[config.mk]
export PLATFORM = sky130hd
export DESIGN_NAME = hbfp_top
export DESIGN_NICKNAME = d
export VERILOG_FILES = /design/src/verilog/hbfp_pkg.sv /design/src/verilog/hbfp_leg.sv /design/src/verilog/hbfp_sync.sv /design/src/verilog/hbfp_top.sv
export SDC_FILE = /design/constraint.sdc
export NUM_CORES = 1
export LEC_CHECK = 0
export ABC_AREA = 1
export BUFFER_PORTS_ARGS = -buffer_cell sky130_fd_sc_hd__clkbuf_2
export CAP_MARGIN = 40
export CORE_ASPECT_RATIO = 0.7
export CORE_MARGIN = 2
export CORE_UTILIZATION = 30
export CTS_CLUSTER_SIZE = 25
export DETAILED_ROUTE_END_ITERATION = 10
export SKIP_LAST_GASP = 1
export SYNTH_ARGS = -nofsm -noshare
export SYNTH_HDL_FRONTEND = slang
export SYNTH_SLANG_ARGS = --single-unit
export TNS_END_PERCENT = 20
[constraint.sdc]
create_clock -name pclk -period 34 [get_ports pclk]
set_clock_uncertainty 0.2 [all_clocks]
set_input_delay 1.7 -clock pclk [delete_from_list [all_inputs] [get_ports pclk]]
set_output_delay 1.7 -clock pclk [all_outputs]
set_load 0.01 [all_outputs]
[src/verilog/hbfp_pkg.sv]
// hbfp_pkg: constants shared by the bridge protection block.
// assumes a 125 MHz pclk and 32-bit apb data.
package hbfp_pkg;

	// ==========================================================
	// clock and timing
	localparam int unsigned CLK_MHZ         = 125;
	localparam int unsigned DEAD_TIME_NS    = 200;
	localparam int unsigned DEAD_CYC        = (DEAD_TIME_NS * CLK_MHZ + 999) / 1000;
	localparam int unsigned QUAL_TYP_NS     = 2000;
	localparam int unsigned QUAL_MIN_NS     = 1500;
	localparam int unsigned QUAL_MAX_NS     = 30000;
	// qualify time in ps = slope_ps * kohm + offset_ps
	localparam int unsigned QUAL_SLOPE_PS   = 88600;
	localparam int unsigned QUAL_OFFS_PS    = 58600;
	localparam int unsigned QUAL_RES_KOHM   = 22;
	localparam int unsigned QUAL_RES_MIN    = 16;
	localparam int unsigned QUAL_RES_MAX    = 337;
	localparam int unsigned QUAL_W          = 16;

	// ==========================================================
	// register offsets (byte addresses)
	localparam logic [7:0] ADDR_CTRL   = 8'h00;
	localparam logic [7:0] ADDR_STATUS = 8'h04;
	localparam logic [7:0] ADDR_IRQ_ST = 8'h08;
	localparam logic [7:0] ADDR_IRQ_EN = 8'h0c;
	localparam logic [7:0] ADDR_IRQ_CL = 8'h10;
	localparam logic [7:0] ADDR_QUAL   = 8'h14;

	// ==========================================================
	// field positions
	localparam int unsigned CTRL_A     = 0;
	localparam int unsigned CTRL_B     = 1;
	localparam int unsigned CTRL_EN    = 2;
	localparam int unsigned ST_THERM   = 0;
	localparam int unsigned ST_OVC     = 1;
	localparam int unsigned ST_LOW     = 2;
	localparam int unsigned ST_SLEEP   = 3;
	localparam int unsigned ST_FAULT   = 4;
	localparam int unsigned IRQ_W      = 3;
	localparam int unsigned IRQ_THERM  = 0;
	localparam int unsigned IRQ_OVC    = 1;
	localparam int unsigned IRQ_LOW    = 2;

	// ==========================================================
	// reset values
	localparam logic [2:0] CTRL_RST    = 3'h0;
	localparam logic [2:0] IRQ_EN_RST  = 3'h0;

	// leg driver states, gray along the usual path
	typedef enum logic [1:0] {
		HBFP_LEG_LOW  = 2'b00,
		HBFP_LEG_DEAD = 2'b01,
		HBFP_LEG_HIGH = 2'b11
	} hbfp_leg_t;

	// resistance in kohm to qualify cycles at the given clock
	function automatic logic [QUAL_W-1:0] qual_cycles(
		input logic [8:0] kohm
	);
		logic [31:0] ps;
		ps = 32'(kohm) * 32'(QUAL_SLOPE_PS) + 32'(QUAL_OFFS_PS);
		qual_cycles = QUAL_W'(ps / (32'd1000000 / 32'(CLK_MHZ)));
	endfunction : qual_cycles

endpackage : hbfp_pkg

[src/verilog/hbfp_leg.sv]
// hbfp_leg: one bridge leg with forced dead time on each level change.
// assumes the request comes from pclk logic; clear forces a quiet leg.
module hbfp_leg #(
	parameter int unsigned DEAD = hbfp_pkg::DEAD_CYC
) (
	// clock and reset
	input  wire logic pclk,
	input  wire logic presetn,
	// control
	input  wire logic clear,
	input  wire logic want_high,
	// gate drives
	output logic      gate_hi,
	output logic      gate_lo
);
	localparam int unsigned CW = $clog2(DEAD + 1);

	hbfp_pkg::hbfp_leg_t state_r;
	logic [CW-1:0]       cnt_r;
	logic                tgt_r;

	// ==========================================================
	// state
	always_ff @(posedge pclk or negedge presetn) begin
		if (!presetn) begin
			state_r <= hbfp_pkg::HBFP_LEG_DEAD;
			cnt_r   <= '0;
			tgt_r   <= 1'b0;
		end else if (clear) begin
			state_r <= hbfp_pkg::HBFP_LEG_DEAD;
			cnt_r   <= '0;
			tgt_r   <= 1'b0;
		end else begin
			unique case (state_r)
				hbfp_pkg::HBFP_LEG_LOW: begin
					if (want_high) begin
						state_r <= hbfp_pkg::HBFP_LEG_DEAD;
						cnt_r   <= '0;
						tgt_r   <= 1'b1;
					end
				end
				hbfp_pkg::HBFP_LEG_HIGH: begin
					if (!want_high) begin
						state_r <= hbfp_pkg::HBFP_LEG_DEAD;
						cnt_r   <= '0;
						tgt_r   <= 1'b0;
					end
				end
				hbfp_pkg::HBFP_LEG_DEAD: begin
					if (want_high != tgt_r) begin
						cnt_r <= '0;
						tgt_r <= want_high;
					end else if (cnt_r == CW'(DEAD - 1)) begin
						state_r <= tgt_r ? hbfp_pkg::HBFP_LEG_HIGH
							: hbfp_pkg::HBFP_LEG_LOW;
					end else begin
						cnt_r <= cnt_r + 1'b1;
					end
				end
				default: begin
					state_r <= hbfp_pkg::HBFP_LEG_DEAD;
				end
			endcase
		end
	end

	assign gate_hi = (state_r == hbfp_pkg::HBFP_LEG_HIGH);
	assign gate_lo = (state_r == hbfp_pkg::HBFP_LEG_LOW);

endmodule : hbfp_leg

[src/verilog/hbfp_sync.sv]
// hbfp_sync: two-flop synchroniser for an asynchronous level.
// assumes the level is stable for more than one pclk period.
module hbfp_sync #(
	parameter logic RST_VAL = 1'b0
) (
	// clock and reset
	input  wire logic pclk,
	input  wire logic presetn,
	// level
	input  wire logic d,
	output logic      q
);
	logic meta_r;

	// ==========================================================
	// only q reads meta_r
	always_ff @(posedge pclk or negedge presetn) begin
		if (!presetn) begin
			meta_r <= RST_VAL;
			q      <= RST_VAL;
		end else begin
			meta_r <= d;
			q      <= meta_r;
		end
	end

endmodule : hbfp_sync

[src/verilog/hbfp_top.sv]
// hbfp_top: protection and fault logic for a one-channel bridge.
// assumes comparator flags and power_down_n arrive asynchronously;
// software drives the wanted leg levels over apb.
//
// Functional notes
// each leg is fully off for 200 ns on every level change
// supply-low flag holds both outputs high impedance
// supply-low resets control and all protection state, clearing latches
// thermal flag forces both outputs high impedance
// thermal trip latches until supply low or power_down_n low then high
// overcurrent trips only after persisting the full qualify time
// overcurrent trip latches until supply low or power_down_n cycled
// qualify time 88.6 ns per kohm plus 58.6 ns, 1.5 to 30 us
// host must not release an overcurrent latch while the fault persists
// fault output high while thermal or overcurrent trip is latched
// power_down_n low gives off state; its rise resets and resumes
// fault output returns low when the latches are cleared
//
// Local design decisions: the placing of the registers and the APB register port.
module hbfp_top #(
	parameter int unsigned DEAD   = hbfp_pkg::DEAD_CYC,
	parameter logic [8:0]  RES_KOHM = 9'(hbfp_pkg::QUAL_RES_KOHM)
) (
	// apb
	input  wire logic        pclk,
	input  wire logic        presetn,
	input  wire logic        psel,
	input  wire logic        penable,
	input  wire logic        pwrite,
	input  wire logic [7:0]  paddr,
	input  wire logic [31:0] pwdata,
	output logic      [31:0] prdata,
	output logic             pready,
	output logic             pslverr,
	// analog comparator flags and pins
	input  wire logic        supply_low_lockout,
	input  wire logic        thermal_trip,
	input  wire logic        overcurrent_trip,
	input  wire logic        power_down_n,
	// bridge gates and output enables
	output logic             bridge_out_a,
	output logic             bridge_out_a_oe,
	output logic             bridge_out_b,
	output logic             bridge_out_b_oe,
	// fault flag, open drain
	output logic             fault_o,
	output logic             fault_oe,
	output logic             irq
);
	// ==========================================================
	// synchronised inputs
	logic low_s;
	logic therm_s;
	logic ovc_s;
	logic pdn_s;

	hbfp_sync #(.RST_VAL(1'b1)) u_low (
		.pclk(pclk), .presetn(presetn),
		.d(supply_low_lockout), .q(low_s));
	hbfp_sync #(.RST_VAL(1'b0)) u_therm (
		.pclk(pclk), .presetn(presetn),
		.d(thermal_trip), .q(therm_s));
	hbfp_sync #(.RST_VAL(1'b0)) u_ovc (
		.pclk(pclk), .presetn(presetn),
		.d(overcurrent_trip), .q(ovc_s));
	hbfp_sync #(.RST_VAL(1'b0)) u_pdn (
		.pclk(pclk), .presetn(presetn),
		.d(power_down_n), .q(pdn_s));

	// ==========================================================
	// state clear: supply low or power-down held low
	logic pdn_d_r;
	logic wake;
	logic clr;

	always_ff @(posedge pclk or negedge presetn) begin
		if (!presetn) begin
			pdn_d_r <= 1'b0;
		end else begin
			pdn_d_r <= pdn_s;
		end
	end

	// the rise itself also clears, so latches start fresh on wake
	assign wake = pdn_s & ~pdn_d_r;
	assign clr  = low_s | ~pdn_s | wake;

	// ==========================================================
	// apb decode
	logic       wr_en;
	logic       rd_en;
	logic       hit;
	logic [2:0] ctrl_r;
	logic [8:0] qual_kohm_r;
	logic [2:0] irq_st_r;
	logic [2:0] irq_en_r;

	always_comb begin
		unique case (paddr)
			hbfp_pkg::ADDR_CTRL,
			hbfp_pkg::ADDR_STATUS,
			hbfp_pkg::ADDR_IRQ_ST,
			hbfp_pkg::ADDR_IRQ_EN,
			hbfp_pkg::ADDR_IRQ_CL,
			hbfp_pkg::ADDR_QUAL: hit = 1'b1;
			default:             hit = 1'b0;
		endcase
	end

	assign pready  = 1'b1;
	assign pslverr = psel & penable & ~hit;
	assign wr_en   = psel & penable & pwrite & hit;
	assign rd_en   = psel & penable & ~pwrite;

	// ==========================================================
	// control register; reset by supply low or wake too
	always_ff @(posedge pclk or negedge presetn) begin
		if (!presetn) begin
			ctrl_r <= hbfp_pkg::CTRL_RST;
		end else if (clr) begin
			ctrl_r <= hbfp_pkg::CTRL_RST;
		end else if (wr_en && paddr == hbfp_pkg::ADDR_CTRL) begin
			ctrl_r <= pwdata[2:0];
		end
	end

	// setting resistance survives clears: it models a board part
	always_ff @(posedge pclk or negedge presetn) begin
		if (!presetn) begin
			qual_kohm_r <= 9'(hbfp_pkg::QUAL_RES_KOHM);
		end else if (wr_en && paddr == hbfp_pkg::ADDR_QUAL) begin
			if (pwdata[8:0] < 9'(hbfp_pkg::QUAL_RES_MIN)) begin
				qual_kohm_r <= 9'(hbfp_pkg::QUAL_RES_MIN);
			end else if (pwdata[8:0] > 9'(hbfp_pkg::QUAL_RES_MAX)) begin
				qual_kohm_r <= 9'(hbfp_pkg::QUAL_RES_MAX);
			end else begin
				qual_kohm_r <= pwdata[8:0];
			end
		end
	end

	// ==========================================================
	// overcurrent qualification
	logic [hbfp_pkg::QUAL_W-1:0] qual_lim;
	logic [hbfp_pkg::QUAL_W-1:0] ovc_cnt_r;
	logic                        ovc_qual;

	assign qual_lim = hbfp_pkg::qual_cycles(qual_kohm_r);

	always_ff @(posedge pclk or negedge presetn) begin
		if (!presetn) begin
			ovc_cnt_r <= '0;
		end else if (clr || !ovc_s) begin
			ovc_cnt_r <= '0;
		end else if (ovc_cnt_r != qual_lim) begin
			ovc_cnt_r <= ovc_cnt_r + 1'b1;
		end
	end

	assign ovc_qual = ovc_s && (ovc_cnt_r == qual_lim);

	// ==========================================================
	// latched trips
	logic therm_lat_r;
	logic ovc_lat_r;

	always_ff @(posedge pclk or negedge presetn) begin
		if (!presetn) begin
			therm_lat_r <= 1'b0;
		end else if (clr) begin
			therm_lat_r <= 1'b0;
		end else if (therm_s) begin
			therm_lat_r <= 1'b1;
		end
	end

	// a host that releases while the load is still shorted just
	// re-trips after the qualify time; nothing here prevents it
	always_ff @(posedge pclk or negedge presetn) begin
		if (!presetn) begin
			ovc_lat_r <= 1'b0;
		end else if (clr) begin
			ovc_lat_r <= 1'b0;
		end else if (ovc_qual) begin
			ovc_lat_r <= 1'b1;
		end
	end

	// ==========================================================
	// bridge legs
	logic off;
	logic a_hi;
	logic a_lo;
	logic b_hi;
	logic b_lo;

	assign off = clr | therm_lat_r | ovc_lat_r | ~ctrl_r[hbfp_pkg::CTRL_EN];

	hbfp_leg #(.DEAD(DEAD)) u_leg_a (
		.pclk(pclk), .presetn(presetn), .clear(off),
		.want_high(ctrl_r[hbfp_pkg::CTRL_A]),
		.gate_hi(a_hi), .gate_lo(a_lo));
	hbfp_leg #(.DEAD(DEAD)) u_leg_b (
		.pclk(pclk), .presetn(presetn), .clear(off),
		.want_high(ctrl_r[hbfp_pkg::CTRL_B]),
		.gate_hi(b_hi), .gate_lo(b_lo));

	// registered pin drive; high impedance is oe low
	always_ff @(posedge pclk or negedge presetn) begin
		if (!presetn) begin
			bridge_out_a    <= 1'b0;
			bridge_out_a_oe <= 1'b0;
			bridge_out_b    <= 1'b0;
			bridge_out_b_oe <= 1'b0;
		end else begin
			bridge_out_a    <= a_hi;
			bridge_out_a_oe <= ~off & (a_hi | a_lo);
			bridge_out_b    <= b_hi;
			bridge_out_b_oe <= ~off & (b_hi | b_lo);
		end
	end

	// ==========================================================
	// fault flag: open drain, released (high) on fault
	always_ff @(posedge pclk or negedge presetn) begin
		if (!presetn) begin
			fault_oe <= 1'b1;
		end else begin
			fault_oe <= ~(therm_lat_r | ovc_lat_r);
		end
	end

	assign fault_o = 1'b0;

	// ==========================================================
	// interrupts: set wins over clear
	logic [2:0] ev;
	logic [2:0] clr_w;

	assign ev[hbfp_pkg::IRQ_THERM] = therm_s & ~therm_lat_r & ~clr;
	assign ev[hbfp_pkg::IRQ_OVC]   = ovc_qual & ~ovc_lat_r & ~clr;
	assign ev[hbfp_pkg::IRQ_LOW]   = low_s;
	assign clr_w = (wr_en && paddr == hbfp_pkg::ADDR_IRQ_CL)
		? pwdata[2:0] : 3'h0;

	always_ff @(posedge pclk or negedge presetn) begin
		if (!presetn) begin
			irq_st_r <= 3'h0;
		end else begin
			irq_st_r <= (irq_st_r & ~clr_w) | ev;
		end
	end

	always_ff @(posedge pclk or negedge presetn) begin
		if (!presetn) begin
			irq_en_r <= hbfp_pkg::IRQ_EN_RST;
		end else if (wr_en && paddr == hbfp_pkg::ADDR_IRQ_EN) begin
			irq_en_r <= pwdata[2:0];
		end
	end

	assign irq = |(irq_st_r & irq_en_r);

	// ==========================================================
	// read data, combinational in the access cycle
	logic [31:0] rd_nxt;

	always_comb begin
		rd_nxt = 32'h0;
		unique case (paddr)
			hbfp_pkg::ADDR_CTRL:   rd_nxt[2:0] = ctrl_r;
			hbfp_pkg::ADDR_STATUS: begin
				rd_nxt[hbfp_pkg::ST_THERM] = therm_lat_r;
				rd_nxt[hbfp_pkg::ST_OVC]   = ovc_lat_r;
				rd_nxt[hbfp_pkg::ST_LOW]   = low_s;
				rd_nxt[hbfp_pkg::ST_SLEEP] = ~pdn_s;
				rd_nxt[hbfp_pkg::ST_FAULT] = therm_lat_r | ovc_lat_r;
			end
			hbfp_pkg::ADDR_IRQ_ST: rd_nxt[2:0] = irq_st_r;
			hbfp_pkg::ADDR_IRQ_EN: rd_nxt[2:0] = irq_en_r;
			hbfp_pkg::ADDR_QUAL:   rd_nxt[8:0] = qual_kohm_r;
			default:               rd_nxt = 32'h0;
		endcase
	end

	// prdata is combinational from registers so it is valid in the
	// single access cycle; zero outside reads
	assign prdata = rd_en ? rd_nxt : 32'h0;

endmodule : hbfp_top

==> results.md <==
* FMAX at 77.2 MHz
* Final non-filler cell total at 2060
* Core Box Area at 0.0323 mm2
* Root buf cell: clkbuf_16
* Wirelength per Cell at 11.3 um
* Vias in the first global route at 8565
* Crit Path Category: reg -> reg
* Synth area leaders: nand2_1, dfrtp_1, inv_1, ha_1, nand3_1
* Max VDD drop at 32.0 uV
* GRT overflow at 0
* Final Power at 0.382 mW
* Initial drt markers at 633
* Syn Inst Count at 1581
* Clock H-tree levels at 3
* Critical path's slowest cell: fa_1
* Utilization after layout at 0.333
* Top-count cell post-synth: nand2_1
* Max Cap Viol at 0
* Syn. warnings at 0
* Worst-path clk slew at 0.06 ns
* Mean Syn Cell Area at 6.24 um2
* Die H at 156 um
* Placed Instances at 2044
* Post-CTS Hold Buffers at 0
* Top cell by count, worst path: nand2_1
* Synthesis-to-finish area growth at 9.30%
* Leak at 5.83 nW
* Slew @ Worst Pin at 0.628 ns
* Synth cell types at 56
* Hold WC Path Type: reg -> reg
* Setup ws final at 21.05 ns
* Place WS at 21.11 ns
* Period utilization at 0.381
* Initial core utilization at 0.305
* Setup repair bufs after CTS at 0
* First-pass DRT Iterations at 5
* Yosys reg bits at 66
* Die Width at 221 um
* Fin area at 0.0108 mm2
* Largest net degree at the start of global routing at 51
* Final wirelength at 23.2 mm
* DP Area at 0.0105 mm2
* RD Place Congestion at 0.837
* Nets@finish at 1773
* Worst Setup SP: qual_kohm_r[7]$_DFFE_PN0P_
* Rows at 55
* DRT antenna net count at 0
* CTS tree: done
* IO Count at 90
* Worst skew pair latency at 0.34 ns
* Area share of the largest cell type after synthesis at 0.162
* Fillers at 3596
* Fin crit period at 12.95 ns
* Die ar. at 0.0344 mm2
* Post-synthesis sequential area ratio at 0.169
* Dpl hpwl at 19.8 mm
* PwrDens at 35.5 mW/mm2
* Layout cell share with drive strength beyond 1 at 0.140
* Reg area at 0.00166 mm2
* Routed vias at 9376
* CTS max path bufs at 2
* Post-route DRC at 0
* Status: completed
* Num CTS Buffers at 9
* Number of synthesized flops with an enable pin at 0
* Fin. max-slew vios at 0
* Port Buffer Count at 41
* Ys async rst share at 1.00
* Antenna cells at 0
* Footprint of the multi-input gates at 0.00685 mm2
* Total track usage at 0.140
* RSZ-0062 raised after global routing: no
* Startpoint Class: register
* Synthesized cell area at 0.00986 mm2
* Setup tns final at 0 ns
* Vias per std cell at 4.55
* CTS resizes at 0
* Rel. slew slack at 0.580
* Top cells by count, synth: nand2_1, inv_1, nand3_1, nor2_1, ha_1
* WP data arrival at 12.98 ns
* Area leader, netlist: nand2_1
* Worst path required time at 34.03 ns
* # setup viols final at 0
* Critical register-to-register path startpoint: qual_kohm_r[7]$_DFFE_PN0P_
* Critical path capture point type: register
* Hold_ws at 0.154 ns
* Ys flop type: dfrtp_1
* Antenna violations before repair at 0
* First-pass GRT wire length at 40.3 mm
* CTS Sinks at 66
* Hold path start: u_therm.meta_r$_DFF_PN0_
* Worst path max stage delay at 0.53 ns
* Final hold violations at 0
* Maximum fanout along the worst path at 20
-- routing by layer --
layer | global-route usage | wire (um) | vias up
li1 | - | - | 5047
met1 | 0.220 | 13100 | 4176
met2 | 0.203 | 9110 | 139
met3 | 0.0187 | 792 | 14
met4 | 0.0203 | 144 | 0
met5 | 0 | 0 | -
-- area by class of cell --
cell class	count	share of cell area
well taps	427	0.0496
clock buffers	9	0.0209
flip-flops and latches	66	0.154
multi-input cells	1187	0.636
clock inverters	7	0.00557
inverters	321	0.112
repair buffers	43	0.0223
-- path summary, 6_finish.rpt --
path | to | slack (ns) | cells past startpoint
setup / recovery | ovc_cnt_r[11]$_DFFE_PN0P_ | 21.05 | 92
hold / removal | u_therm.q$_DFF_PN0_ | 0.15 | 0
setup reg to reg | ovc_cnt_r[11]$_DFFE_PN0P_ | 21.05 | 92
hold reg to reg | u_therm.q$_DFF_PN0_ | 0.15 | 0
max in group asynchronous | qual_kohm_r[4]$_DFFE_PN1P_ | 31.91 | 3
min in group asynchronous | u_leg_a.cnt_r[1]$_DFFE_PN0P_ | 1.10 | 2
-- report_power, final --
part | total, mW | internal [mW] | switching (mW) | leakage, nW
sequential | 0.0810 | 0.0799 | 0.00108 | 0.846
combinational | 0.212 | 0.0668 | 0.145 | 4.85
clock | 0.0895 | 0.0505 | 0.0390 | 0.137
-- cell families (layout without fill, tap and decap cells) --
logic type,after synthesis,after routing,share of synthesized area
simple gates,867,867,0.410
fa+ha+maj,96,96,0.139
buf+inv,351,380,0.145
other cells,2,25,0.000762
flops,66,66,0.169
xor+xnor,42,42,0.0388
compound gates,157,157,0.0975
-- layout by cell type, fill, tap and decap left out, types with 24 or more instances in the layout --
cell type / n
nand2_1: 425
inv_1: 275
nand3_1: 153
nor2_1: 120
ha_1: 73
dfrtp_1: 58
a21oi_1: 49
inv_2: 44
nand2_2: 42
xor2_1: 40
clkbuf_2: 40
o21ai_0: 37
o21ai_1: 27
nor3_1: 26
conb_1: 25
nand4_1: 24
-- flip-flops by register name (all words and copies together) (netlist names), 2 cells and up --
register	cells
ctrl_r	3
irq_en_r	3
irq_st_r	3
ovc_cnt_r	16
qual_kohm_r	9
u_leg_a.cnt_r	5
u_leg_a.state_r	2
u_leg_b.cnt_r	5
u_leg_b.state_r	2
-- worst max-delay path: cells and delay by family (launching register included) --
family,cells,cell delay [ns]
flip-flops,1,0.49
AND/OR/NAND/NOR,71,7.74
AO/OA/AOI/OAI,5,1.40
buffers and inverters,11,0.68
adder cells (fa/ha/maj),5,2.25
Power figures use the tool's default switching activity.
